### src/dbnsc_pkg.sv
// Purpose: constants for the down-conversion routing and nco_phase_sync_control control block
// Assumes: one device clock, plain register port with 12-bit address
// Notes:
// How it works
// - path b routing bit picks converter a/b
// - path a routing bit picks converter a/b
// - routing register resets to 0x02
// - path powers down with its source converter
// - 16-bit rational divisor cancels frequency error
// - one divisor shared by all presets
// - ila bit selects lmfc phase init
// - sync register resets to 0x02
// - arm bit written 0 then 1 arms
// - later sysref edges ignored until rearmed
// - first sysref rising edge after arm initialises
package dbnsc_pkg;
    localparam int ADDR_W = 12;
    localparam logic [11:0] ADDR_ROUTING = 12'h216;
    localparam logic [11:0] ADDR_RDIV_LO = 12'h217;
    localparam logic [11:0] ADDR_RDIV_HI = 12'h218;
    localparam logic [11:0] ADDR_SYNC = 12'h219;
    localparam logic [7:0] ROUTING_RST = 8'h02;
    localparam logic [15:0] RDIV_RST = 16'h0000;
    localparam logic [7:0] SYNC_RST = 8'h02;
    localparam int BIT_PATH_A_SEL = 0;
    localparam int BIT_PATH_B_SEL = 1;
    localparam int BIT_SYNC_NEXT = 0;
    localparam int BIT_SYNC_ILA = 1;
    typedef enum logic [1:0] {
        DBNSC_IDLE = 2'b00,
        DBNSC_PRIMED = 2'b01,
        DBNSC_ARMED = 2'b10
    } dbnsc_arm_t;
endpackage

### src/dbnsc_sync2.sv
`timescale 1ns/1ps
// Purpose: two-flop synchroniser for a pin level
// Assumes: input is asynchronous to ref_clk
// Notes: first stage feeds only the second
module dbnsc_sync2 (
    input wire logic ref_clk,
    input wire logic sys_rst,
    input wire logic async_in,
    output logic sync_out
);
    logic meta_q;
    always_ff @(posedge ref_clk) begin
        if (sys_rst) begin
            meta_q <= 1'b0;
            sync_out <= 1'b0;
        end else begin
            meta_q <= async_in;
            sync_out <= meta_q;
        end
    end
endmodule // dbnsc_sync2

### src/dbnsc_ctrl.sv
`timescale 1ns/1ps
// Purpose: channel routing, path power-down, rational divisor and nco phase sync control
// Assumes: sysref arrives as an asynchronous pin; lmfc ila start is a same-clock pulse
// Notes: read data valid one cycle after the read strobe only
module dbnsc_ctrl
    import dbnsc_pkg::*;
#(
    parameter int SAMPLE_W = 12
) (
    input wire logic ref_clk,
    input wire logic sys_rst,
    input wire logic [ADDR_W-1:0] reg_addr,
    input wire logic [7:0] reg_wdata,
    input wire logic reg_wr,
    input wire logic reg_rd,
    output logic [7:0] reg_rdata,
    input wire logic [SAMPLE_W-1:0] conv_a_data,
    input wire logic [SAMPLE_W-1:0] conv_b_data,
    input wire logic converter_a_powerdown,
    input wire logic converter_b_powerdown,
    input wire logic sysref_pin,
    input wire logic lmfc_ila_start,
    output logic [SAMPLE_W-1:0] path_a_data,
    output logic [SAMPLE_W-1:0] path_b_data,
    output logic path_a_powerdown,
    output logic path_b_powerdown,
    output logic [15:0] rational_nco_divisor,
    output logic nco_phase_init,
    output logic sync_armed
);
    logic [7:0] routing_q;
    logic [15:0] rdiv_q;
    logic [7:0] sync_q;
    dbnsc_arm_t arm_q;
    dbnsc_arm_t arm_d;
    logic sysref_s;
    logic sysref_prev_q;
    logic sysref_rise;
    logic wr_sync;
    logic next_wr_val;

    function automatic logic pick_pd(input logic sel, input logic pd_a, input logic pd_b);
        pick_pd = sel ? pd_b : pd_a;
    endfunction

    // register writes
    always_ff @(posedge ref_clk) begin
        if (sys_rst) begin
            routing_q <= ROUTING_RST;
            rdiv_q <= RDIV_RST;
            sync_q <= SYNC_RST;
        end else if (reg_wr) begin
            unique case (reg_addr)
                ADDR_ROUTING: routing_q <= reg_wdata;
                ADDR_RDIV_LO: rdiv_q[7:0] <= reg_wdata;
                ADDR_RDIV_HI: rdiv_q[15:8] <= reg_wdata;
                ADDR_SYNC: sync_q <= reg_wdata;
                default: ;
            endcase
        end
    end

    // read port, unmapped reads return zero
    always_ff @(posedge ref_clk) begin
        if (sys_rst) begin
            reg_rdata <= 8'h00;
        end else if (reg_rd) begin
            unique case (reg_addr)
                ADDR_ROUTING: reg_rdata <= routing_q;
                ADDR_RDIV_LO: reg_rdata <= rdiv_q[7:0];
                ADDR_RDIV_HI: reg_rdata <= rdiv_q[15:8];
                ADDR_SYNC: reg_rdata <= sync_q;
                default: reg_rdata <= 8'h00;
            endcase
        end else begin
            reg_rdata <= 8'h00;
        end
    end

    // sample routing and derived power-down
    always_ff @(posedge ref_clk) begin
        if (sys_rst) begin
            path_a_data <= '0;
            path_b_data <= '0;
            path_a_powerdown <= 1'b0;
            path_b_powerdown <= 1'b0;
        end else begin
            path_a_data <= routing_q[BIT_PATH_A_SEL] ? conv_b_data : conv_a_data;
            path_b_data <= routing_q[BIT_PATH_B_SEL] ? conv_b_data : conv_a_data;
            path_a_powerdown <= pick_pd(routing_q[BIT_PATH_A_SEL], converter_a_powerdown,
                converter_b_powerdown);
            path_b_powerdown <= pick_pd(routing_q[BIT_PATH_B_SEL], converter_a_powerdown,
                converter_b_powerdown);
        end
    end

    // one divisor for all presets of both paths
    always_ff @(posedge ref_clk) begin
        if (sys_rst) begin
            rational_nco_divisor <= RDIV_RST;
        end else begin
            rational_nco_divisor <= rdiv_q;
        end
    end

    dbnsc_sync2 u_sysref_sync (
        .ref_clk(ref_clk),
        .sys_rst(sys_rst),
        .async_in(sysref_pin),
        .sync_out(sysref_s)
    );

    always_ff @(posedge ref_clk) begin
        if (sys_rst) begin
            sysref_prev_q <= 1'b0;
        end else begin
            sysref_prev_q <= sysref_s;
        end
    end
    assign sysref_rise = sysref_s & ~sysref_prev_q;

    assign wr_sync = reg_wr && (reg_addr == ADDR_SYNC);
    assign next_wr_val = reg_wdata[BIT_SYNC_NEXT];

    // arm sequence: a 0 write primes, then a 1 write arms
    always_comb begin
        arm_d = arm_q;
        unique case (arm_q)
            DBNSC_IDLE: begin
                if (wr_sync && !next_wr_val) begin
                    arm_d = DBNSC_PRIMED;
                end
            end
            DBNSC_PRIMED: begin
                if (wr_sync && next_wr_val) begin
                    arm_d = DBNSC_ARMED;
                end
            end
            DBNSC_ARMED: begin
                if (wr_sync && !next_wr_val) begin
                    arm_d = DBNSC_PRIMED;
                end else if (sysref_rise) begin
                    arm_d = DBNSC_IDLE;
                end
            end
            default: arm_d = DBNSC_IDLE;
        endcase
    end

    always_ff @(posedge ref_clk) begin
        if (sys_rst) begin
            arm_q <= DBNSC_IDLE;
        end else begin
            arm_q <= arm_d;
        end
    end

    always_ff @(posedge ref_clk) begin
        if (sys_rst) begin
            nco_phase_init <= 1'b0;
            sync_armed <= 1'b0;
        end else begin
            nco_phase_init <= (arm_q == DBNSC_ARMED && sysref_rise)
                || (sync_q[BIT_SYNC_ILA] && lmfc_ila_start);
            sync_armed <= (arm_d == DBNSC_ARMED);
        end
    end

    a_route_b: assert property (@(posedge ref_clk) disable iff (sys_rst)
        !$past(sys_rst) |-> path_b_data == ($past(routing_q[BIT_PATH_B_SEL]) ? $past(conv_b_data)
            : $past(conv_a_data))) else $error("path b routing wrong");
    a_route_a: assert property (@(posedge ref_clk) disable iff (sys_rst)
        !$past(sys_rst) |-> path_a_data == ($past(routing_q[BIT_PATH_A_SEL]) ? $past(conv_b_data)
            : $past(conv_a_data))) else $error("path a routing wrong");
    a_route_reset: assert property (@(posedge ref_clk)
        $past(sys_rst) |-> routing_q == ROUTING_RST) else $error("routing reset value wrong");
    a_pd_follow: assert property (@(posedge ref_clk) disable iff (sys_rst)
        !$past(sys_rst) |-> path_a_powerdown == ($past(routing_q[BIT_PATH_A_SEL]) ?
            $past(converter_b_powerdown) : $past(converter_a_powerdown))) else $error("path a pd wrong");
    a_rdiv_shared: assert property (@(posedge ref_clk) disable iff (sys_rst)
        !$past(sys_rst) |-> rational_nco_divisor == $past(rdiv_q)) else $error("divisor not shared");
    a_ila_init: assert property (@(posedge ref_clk) disable iff (sys_rst)
        sync_q[BIT_SYNC_ILA] && lmfc_ila_start |=> nco_phase_init) else $error("ila init missed");
    a_sync_reset: assert property (@(posedge ref_clk)
        $past(sys_rst) |-> sync_q == SYNC_RST) else $error("sync reset value wrong");
    a_arm_seq: assert property (@(posedge ref_clk) disable iff (sys_rst)
        arm_q == DBNSC_PRIMED && wr_sync && next_wr_val |=> sync_armed) else $error("arm failed");
    a_one_shot: assert property (@(posedge ref_clk) disable iff (sys_rst)
        arm_q != DBNSC_ARMED && sysref_rise && !(sync_q[BIT_SYNC_ILA] && lmfc_ila_start)
            |=> !nco_phase_init) else $error("rearm needed");
    a_sysref_init: assert property (@(posedge ref_clk) disable iff (sys_rst)
        $rose(sysref_pin) && arm_q == DBNSC_ARMED && !reg_wr ##1 !reg_wr ##1 !reg_wr
            |-> ##[1:2] nco_phase_init) else $error("sysref init missed");

    // path b power-down mirrors its source converter
    a_pd_route_b: assert property (@(posedge ref_clk) disable iff (sys_rst)
        !$past(sys_rst) |-> path_b_powerdown == ($past(routing_q[BIT_PATH_B_SEL]) ?
            $past(converter_b_powerdown) : $past(converter_a_powerdown)))
        else $error("path b pd wrong");

    // outputs and registers straight after reset
    a_rst_outputs: assert property (@(posedge ref_clk)
        $past(sys_rst) |-> !sync_armed && !nco_phase_init && reg_rdata == 8'h00
            && rational_nco_divisor == RDIV_RST)
        else $error("outputs not cleared by reset");

    a_rdiv_reset: assert property (@(posedge ref_clk)
        $past(sys_rst) |-> rdiv_q == RDIV_RST)
        else $error("divisor reset value wrong");

    a_path_reset: assert property (@(posedge ref_clk)
        $past(sys_rst) |-> !path_a_powerdown && !path_b_powerdown && path_a_data == '0 && path_b_data == '0)
        else $error("path outputs not cleared by reset");

    // read port: data only in the cycle after the strobe
    a_rdata_idle: assert property (@(posedge ref_clk) disable iff (sys_rst)
        !$past(reg_rd) |-> reg_rdata == 8'h00)
        else $error("read data outside read slot");

    a_rd_routing: assert property (@(posedge ref_clk) disable iff (sys_rst)
        !$past(sys_rst) && $past(reg_rd) && $past(reg_addr) == ADDR_ROUTING
            |-> reg_rdata == $past(routing_q))
        else $error("routing read back wrong");

    a_rd_rdiv_lo: assert property (@(posedge ref_clk) disable iff (sys_rst)
        !$past(sys_rst) && $past(reg_rd) && $past(reg_addr) == ADDR_RDIV_LO
            |-> reg_rdata == $past(rdiv_q[7:0]))
        else $error("divisor low read back wrong");

    a_rd_rdiv_hi: assert property (@(posedge ref_clk) disable iff (sys_rst)
        !$past(sys_rst) && $past(reg_rd) && $past(reg_addr) == ADDR_RDIV_HI
            |-> reg_rdata == $past(rdiv_q[15:8]))
        else $error("divisor high read back wrong");

    a_rd_sync: assert property (@(posedge ref_clk) disable iff (sys_rst)
        !$past(sys_rst) && $past(reg_rd) && $past(reg_addr) == ADDR_SYNC
            |-> reg_rdata == $past(sync_q))
        else $error("sync read back wrong");

    // register writes land one cycle later
    a_wr_routing: assert property (@(posedge ref_clk) disable iff (sys_rst)
        reg_wr && reg_addr == ADDR_ROUTING |=> routing_q == $past(reg_wdata))
        else $error("routing write lost");

    a_wr_rdiv_lo: assert property (@(posedge ref_clk) disable iff (sys_rst)
        reg_wr && reg_addr == ADDR_RDIV_LO |=> rdiv_q[7:0] == $past(reg_wdata))
        else $error("divisor low write lost");

    a_wr_rdiv_hi: assert property (@(posedge ref_clk) disable iff (sys_rst)
        reg_wr && reg_addr == ADDR_RDIV_HI |=> rdiv_q[15:8] == $past(reg_wdata))
        else $error("divisor high write lost");

    a_wr_sync: assert property (@(posedge ref_clk) disable iff (sys_rst)
        wr_sync |=> sync_q == $past(reg_wdata))
        else $error("sync write lost");

    // arm sequencing
    a_arm_prime: assert property (@(posedge ref_clk) disable iff (sys_rst)
        (arm_q == DBNSC_IDLE || arm_q == DBNSC_ARMED) && wr_sync && !next_wr_val
            |=> arm_q == DBNSC_PRIMED)
        else $error("zero write did not prime");

    a_arm_no_skip: assert property (@(posedge ref_clk) disable iff (sys_rst)
        arm_q == DBNSC_IDLE && wr_sync && next_wr_val |=> !sync_armed)
        else $error("armed without zero write");

    a_armed_hold: assert property (@(posedge ref_clk) disable iff (sys_rst)
        arm_q == DBNSC_ARMED && !sysref_rise && !wr_sync |=> sync_armed)
        else $error("arm dropped without sysref");

    a_armed_clear: assert property (@(posedge ref_clk) disable iff (sys_rst)
        arm_q == DBNSC_ARMED && sysref_rise && !wr_sync |=> !sync_armed)
        else $error("arm kept after sysref init");

    a_armed_state: assert property (@(posedge ref_clk) disable iff (sys_rst)
        sync_armed |-> arm_q == DBNSC_ARMED)
        else $error("armed flag without armed state");

    a_arm_legal: assert property (@(posedge ref_clk) disable iff (sys_rst)
        arm_q inside {DBNSC_IDLE, DBNSC_PRIMED, DBNSC_ARMED})
        else $error("arm state illegal");

    // phase init only from a known cause
    a_init_cause: assert property (@(posedge ref_clk) disable iff (sys_rst)
        !$past(sys_rst) && nco_phase_init |-> $past(arm_q == DBNSC_ARMED && sysref_rise)
            || $past(sync_q[BIT_SYNC_ILA] && lmfc_ila_start))
        else $error("spurious phase init");

    a_ila_off: assert property (@(posedge ref_clk) disable iff (sys_rst)
        arm_q != DBNSC_ARMED && !sync_q[BIT_SYNC_ILA] |=> !nco_phase_init)
        else $error("init while neither source enabled");

    // sysref path: two flops, then an edge detector
    a_sync_pipe: assert property (@(posedge ref_clk) disable iff (sys_rst)
        !$past(sys_rst) && !$past(sys_rst, 2) |-> sysref_s == $past(sysref_pin, 2))
        else $error("sysref synchroniser latency wrong");

    a_prev_track: assert property (@(posedge ref_clk) disable iff (sys_rst)
        !$past(sys_rst) |-> sysref_prev_q == $past(sysref_s))
        else $error("sysref edge history wrong");

    c_arm: cover property (@(posedge ref_clk) arm_q == DBNSC_ARMED);
    c_sysref_init: cover property (@(posedge ref_clk) arm_q == DBNSC_ARMED && sysref_rise);
    c_ila_init: cover property (@(posedge ref_clk) sync_q[BIT_SYNC_ILA] && lmfc_ila_start);
    c_swap: cover property (@(posedge ref_clk) routing_q[1:0] == 2'b01);
endmodule // dbnsc_ctrl

### config.mk
export PLATFORM = sky130hd
export DESIGN_NAME = dbnsc_ctrl
export DESIGN_NICKNAME = d
export VERILOG_FILES = /design/src/dbnsc_pkg.sv /design/src/dbnsc_sync2.sv /design/src/dbnsc_ctrl.sv
export SDC_FILE = /design/constraint.sdc
export NUM_CORES = 1
export LEC_CHECK = 0
export BUFFER_PORTS_ARGS = -buffer_cell sky130_fd_sc_hd__buf_2
export CAP_MARGIN = 5
export CORE_ASPECT_RATIO = 0.5
export CORE_MARGIN = 2
export CORE_UTILIZATION = 40
export CTS_CLUSTER_SIZE = 30
export DETAILED_ROUTE_END_ITERATION = 12
export HOLD_SLACK_MARGIN = 0.08
export PLACE_DENSITY = 0.67
export SYNTH_ARGS = -nofsm -noshare
export SYNTH_HDL_FRONTEND = slang
export SYNTH_SLANG_ARGS = --single-unit
### constraint.sdc
create_clock -name ref_clk -period 4.7 [get_ports ref_clk]
set_input_delay 0.94 -clock ref_clk [delete_from_list [all_inputs] [get_ports ref_clk]]
set_output_delay 0.94 -clock ref_clk [all_outputs]
set_load 0.01 [all_outputs]
==> run summary <==
The flow ran to the end, and the final reports show no timing, DRC or antenna violations. By startpoint and endpoint, the worst setup path is classified as in -> reg. The class of the worst hold path is reg -> reg.

For this run, the register share of the synthesized area comes to 55.0%. During I/O placement, the number of pins put on the boundary was 104. In this run the vertical extent of the chip is 67.6 um. The number of pins exceeding their max-slew limit in the final report was 0. The run gives 0.00127 W as the internal power consumption. Across the VDD grid, the largest voltage drop is 0.263 mV. The initialized floorplan defines 23 standard-cell rows. The tools report the required time of the worst setup path as 4.90 ns. The shortest clock period the worst path allows after layout was 2.24 ns. Measured against its own limit, the worst slew margin works out to 40.6%. Clock-pin slew was measured on the worst setup and hold paths at 0.06 ns. The fraction of layout cells with a size suffix above 1 is 33.8%, and the first-pass GRT wire length is 10900 um. The tools report the warning count from the yosys run as 0. For the number of instances in the synthesized netlist, the log shows 294. Synthesized net count: 346. For the share of power burned in registers, the log shows 48.1%. The final-layout setup total negative slack is 0 ns. The run gives 0 as the global-route congestion overflow total. Setup repair after global routing left no endpoint under its margin. Grouping stages by cell kind, the critical path spends the most delay in simple AND/OR/NAND/NOR gates. The run gives 0.000333 W as the net switching power figure. After clock tree synthesis, the repair step resized 0 gates. The tools report the maximum number of pins on one net before global-route repair as 52.

In this design, the stage delay of the slowest critical-path cell is 0.53 ns. The setup slack at placement was 2.13 ns. The number of setup buffers added after CTS is 0. At the later pin of the worst-skew pair, clock insertion delay measures 0.33 ns. Across the routed clock network, the largest skew measured is 0.00591 ns. Root buffer cell: clkbuf_16.

The average detailed-routed wire length per instance came out at 13.6 um. The library cells used most frequently in the layout, excluding fill and tap cells, are buf_2 (103), dfxtp_1 (89), nor2_1 (65), mux2i_1 (55), nor2b_1 (23). The area growth from synthesis to layout is 27.5%, and the reported max-cap violation count is 0. Width of the die: 131 um. The logs give 4130 um2 for the area of all placed cells without fillers and 40.9% for the starting density of the core.

Count of hold buffers inserted by post-cts repair: 0. The final layout contains 443 nets. Summed over all cells, the static leakage comes to 2.03 nW. The via count of the first global-routing pass is 2197, and the power density over cell area is 388 nW/um2.

Once detail routing completed, the nets flagged for antenna violations numbered 0. The H-tree depth is 3. The tools report the worst path arrival time as 2.44 ns. Yosys mapped the design onto 33 distinct sky130hd cell types. The die covers 8870 um2. At the end of routability-driven placement, the weighted congestion stood at 0.729. In the post-route analysis, the smallest setup slack over all paths is 2.46 ns. For the number of inserted diodes, the log shows 0. In this run the tool buffered the top-level ports with 103 buffer cells.

For this block, the routed nets add up to 6900 um of wire. The CTS sink count was 89; the buffer and inverter count on the worst path was 1. Based on the critical path, the design can be clocked at up to 447 MHz. In the global route stage, overall resource usage came out at 16.0%. Of the total power, the share spent switching nets is 20.8%.

The detailed placer's ending HPWL was 4720 um; the detailed-route via count was 2404. Setup violations remaining at the end of the flow were counted as 0. The number of clock buffers inserted by TritonCTS is 9, and the mean number of vias per cell is 4.73.

STA classifies the critical path startpoint as an input pin. Of all nets on the critical path, the largest fanout is 9. In the finished design, the share of the clock period the worst path needs comes to 47.6%. The share of total power in the clock network was 46.7%; the flop and latch count out of synthesis was 89. Number of endpoints with negative hold slack in the final report: 0. Leaving out fill and tap cells, the most frequent cell in the layout is buf_2.

After the first detailed-routing iteration, the DRC count stood at 126. The number of antenna violations at the first check in global routing is 0. The standard cell with the maximum stage delay on the critical path is nor4b_4. The run gives 7910 um2 as the total core area. For this run, the detailed router's first-pass iteration total came to 4.

The synthesized area per cell works out to 11.0 um2. The synthesized netlist occupies a cell area of 3240 um2. TritonCTS built the clock tree. Combinational cells account for 5.2% of the total power. STA classifies the critical path endpoint as a register. The tools report the total DRC errors in the routed layout as 0.

The worst-margin pin slew was 0.890 ns; the maximum clock insertion buffer count was 2. Once placement finished, the instance area stood at 3810 um2. Traced cell by cell, the critical path runs through buf_2 > nor4b_4 > nand4_2 > mux2i_1 > nor2_1.
[cell families (layout without fill, tap and decap cells)]
| kind of cell | after synthesis | count (layout) | synth area share [%] |
|---|---|---|---|
| AND/OR/NAND/NOR | 102 | 102 | 17.0 |
| AO/OA/AOI/OAI | 18 | 18 | 5.03 |
| flip-flops | 89 | 89 | 55.0 |
| multiplexers | 63 | 63 | 19.8 |
| buffers and inverters | 22 | 124 | 3.09 |
[cell usage after synthesis, drive strengths merged]
library cell / n / area [um2]
nand2: 1 / 3.75
and2: 1 / 6.26
nor3b: 1 / 7.51
and4: 2 / 21.3
a222oi: 8 / 80.1
a31oi: 1 / 6.26
nor2: 65 / 244
o2111ai: 1 / 8.76
and3b: 1 / 8.76
mux2i: 55 / 551
and3: 1 / 7.51
buf: 9 / 48.8
mux2: 8 / 90.1
nor3: 1 / 5.00
a211o: 2 / 17.5
a221oi: 1 / 8.76
a32oi: 1 / 8.76
o21a: 1 / 7.51
nor2b: 23 / 144
a311oi: 2 / 17.5
inv: 4 / 15.0
clkbuf: 9 / 36.3
dfxtp: 89 / 1780
and4b: 1 / 10.0
nor4b: 2 / 47.6
nand4: 3 / 46.3
o31ai: 1 / 7.51
[layer usage]
metal | global-route usage [%] | vias to the layer above | part of all wire, % | routed length, um
met5 | 0 | - | 0 | 0
met4 | 6.79 | 0 | 1.3 | 89
met3 | 6.38 | 8 | 7.1 | 487
met2 | 25.4 | 72 | 43 | 2940
met1 | 19.7 | 1116 | 49 | 3380
li1 | - | 1208 | - | -
[registers in the layout, indices dropped and copies added (netlist names)]
signal / cells
path_b_data: 12
path_b_powerdown: 1
u_sysref_sync.meta_q: 1
path_a_data: 12
path_a_powerdown: 1
routing_q: 8
rational_nco_divisor: 16
u_sysref_sync.sync_out: 1
rdiv_q: 16
nco_phase_init: 1
sysref_prev_q: 1
sync_armed: 1
arm_q: 2
reg_rdata: 8
sync_q: 8
[cell type report]
| cell class | count | area (um2) |
|---|---|---|
| Fill cell | 721 | 3790 |
| Sequential cell | 89 | 1780 |
| Multi-Input combinational cell | 183 | 1360 |
| Timing Repair Buffer | 104 | 523 |
| Clock buffer | 11 | 233 |
| Tap cell | 112 | 140 |
| Clock inverter | 5 | 80.1 |
| Inverter | 4 | 15.0 |
[worst paths after layout]
path | startpoint | endpoint | slack (ns) | cells past startpoint
worst min-delay path | u_sysref_sync.meta_q | u_sysref_sync.sync_out | 0.47 | 1
worst max register to register | routing_q[0] | reg_rdata[0] | 3.14 | 3
worst max-delay path | reg_addr[8] | rdiv_q[6] | 2.46 | 5
worst min register to register | u_sysref_sync.meta_q | u_sysref_sync.sync_out | 0.47 | 1
[power by group through the flow]
stage	registers (W)	clock network (W)	logic, W
6_report	0.000770	0.000748	0.0000840
5_1_grt	0.000771	0.000793	0.0000928
4_1_cts	0.000770	0.000767	0.0000853
3_5_place_dp	0.000787	0	0.0000855
3_3_place_gp	0.000787	0	0.0000839
2_1_floorplan	0.000794	0	0.0000310
[stage by stage]
step	hold slack (ns)	std cells	util (%)	power (W)
floorplan	0.414	294	-	0.000825
global placement	0.417	492	48.2	0.000871
detailed placement	0.461	492	48.2	0.000873
CTS	0.465	508	52.2	0.00162
global route	0.480	508	52.2	0.00166
finish	0.467	508	52.2	0.00160
No activity file was read; power rests on OpenSTA's default activity.
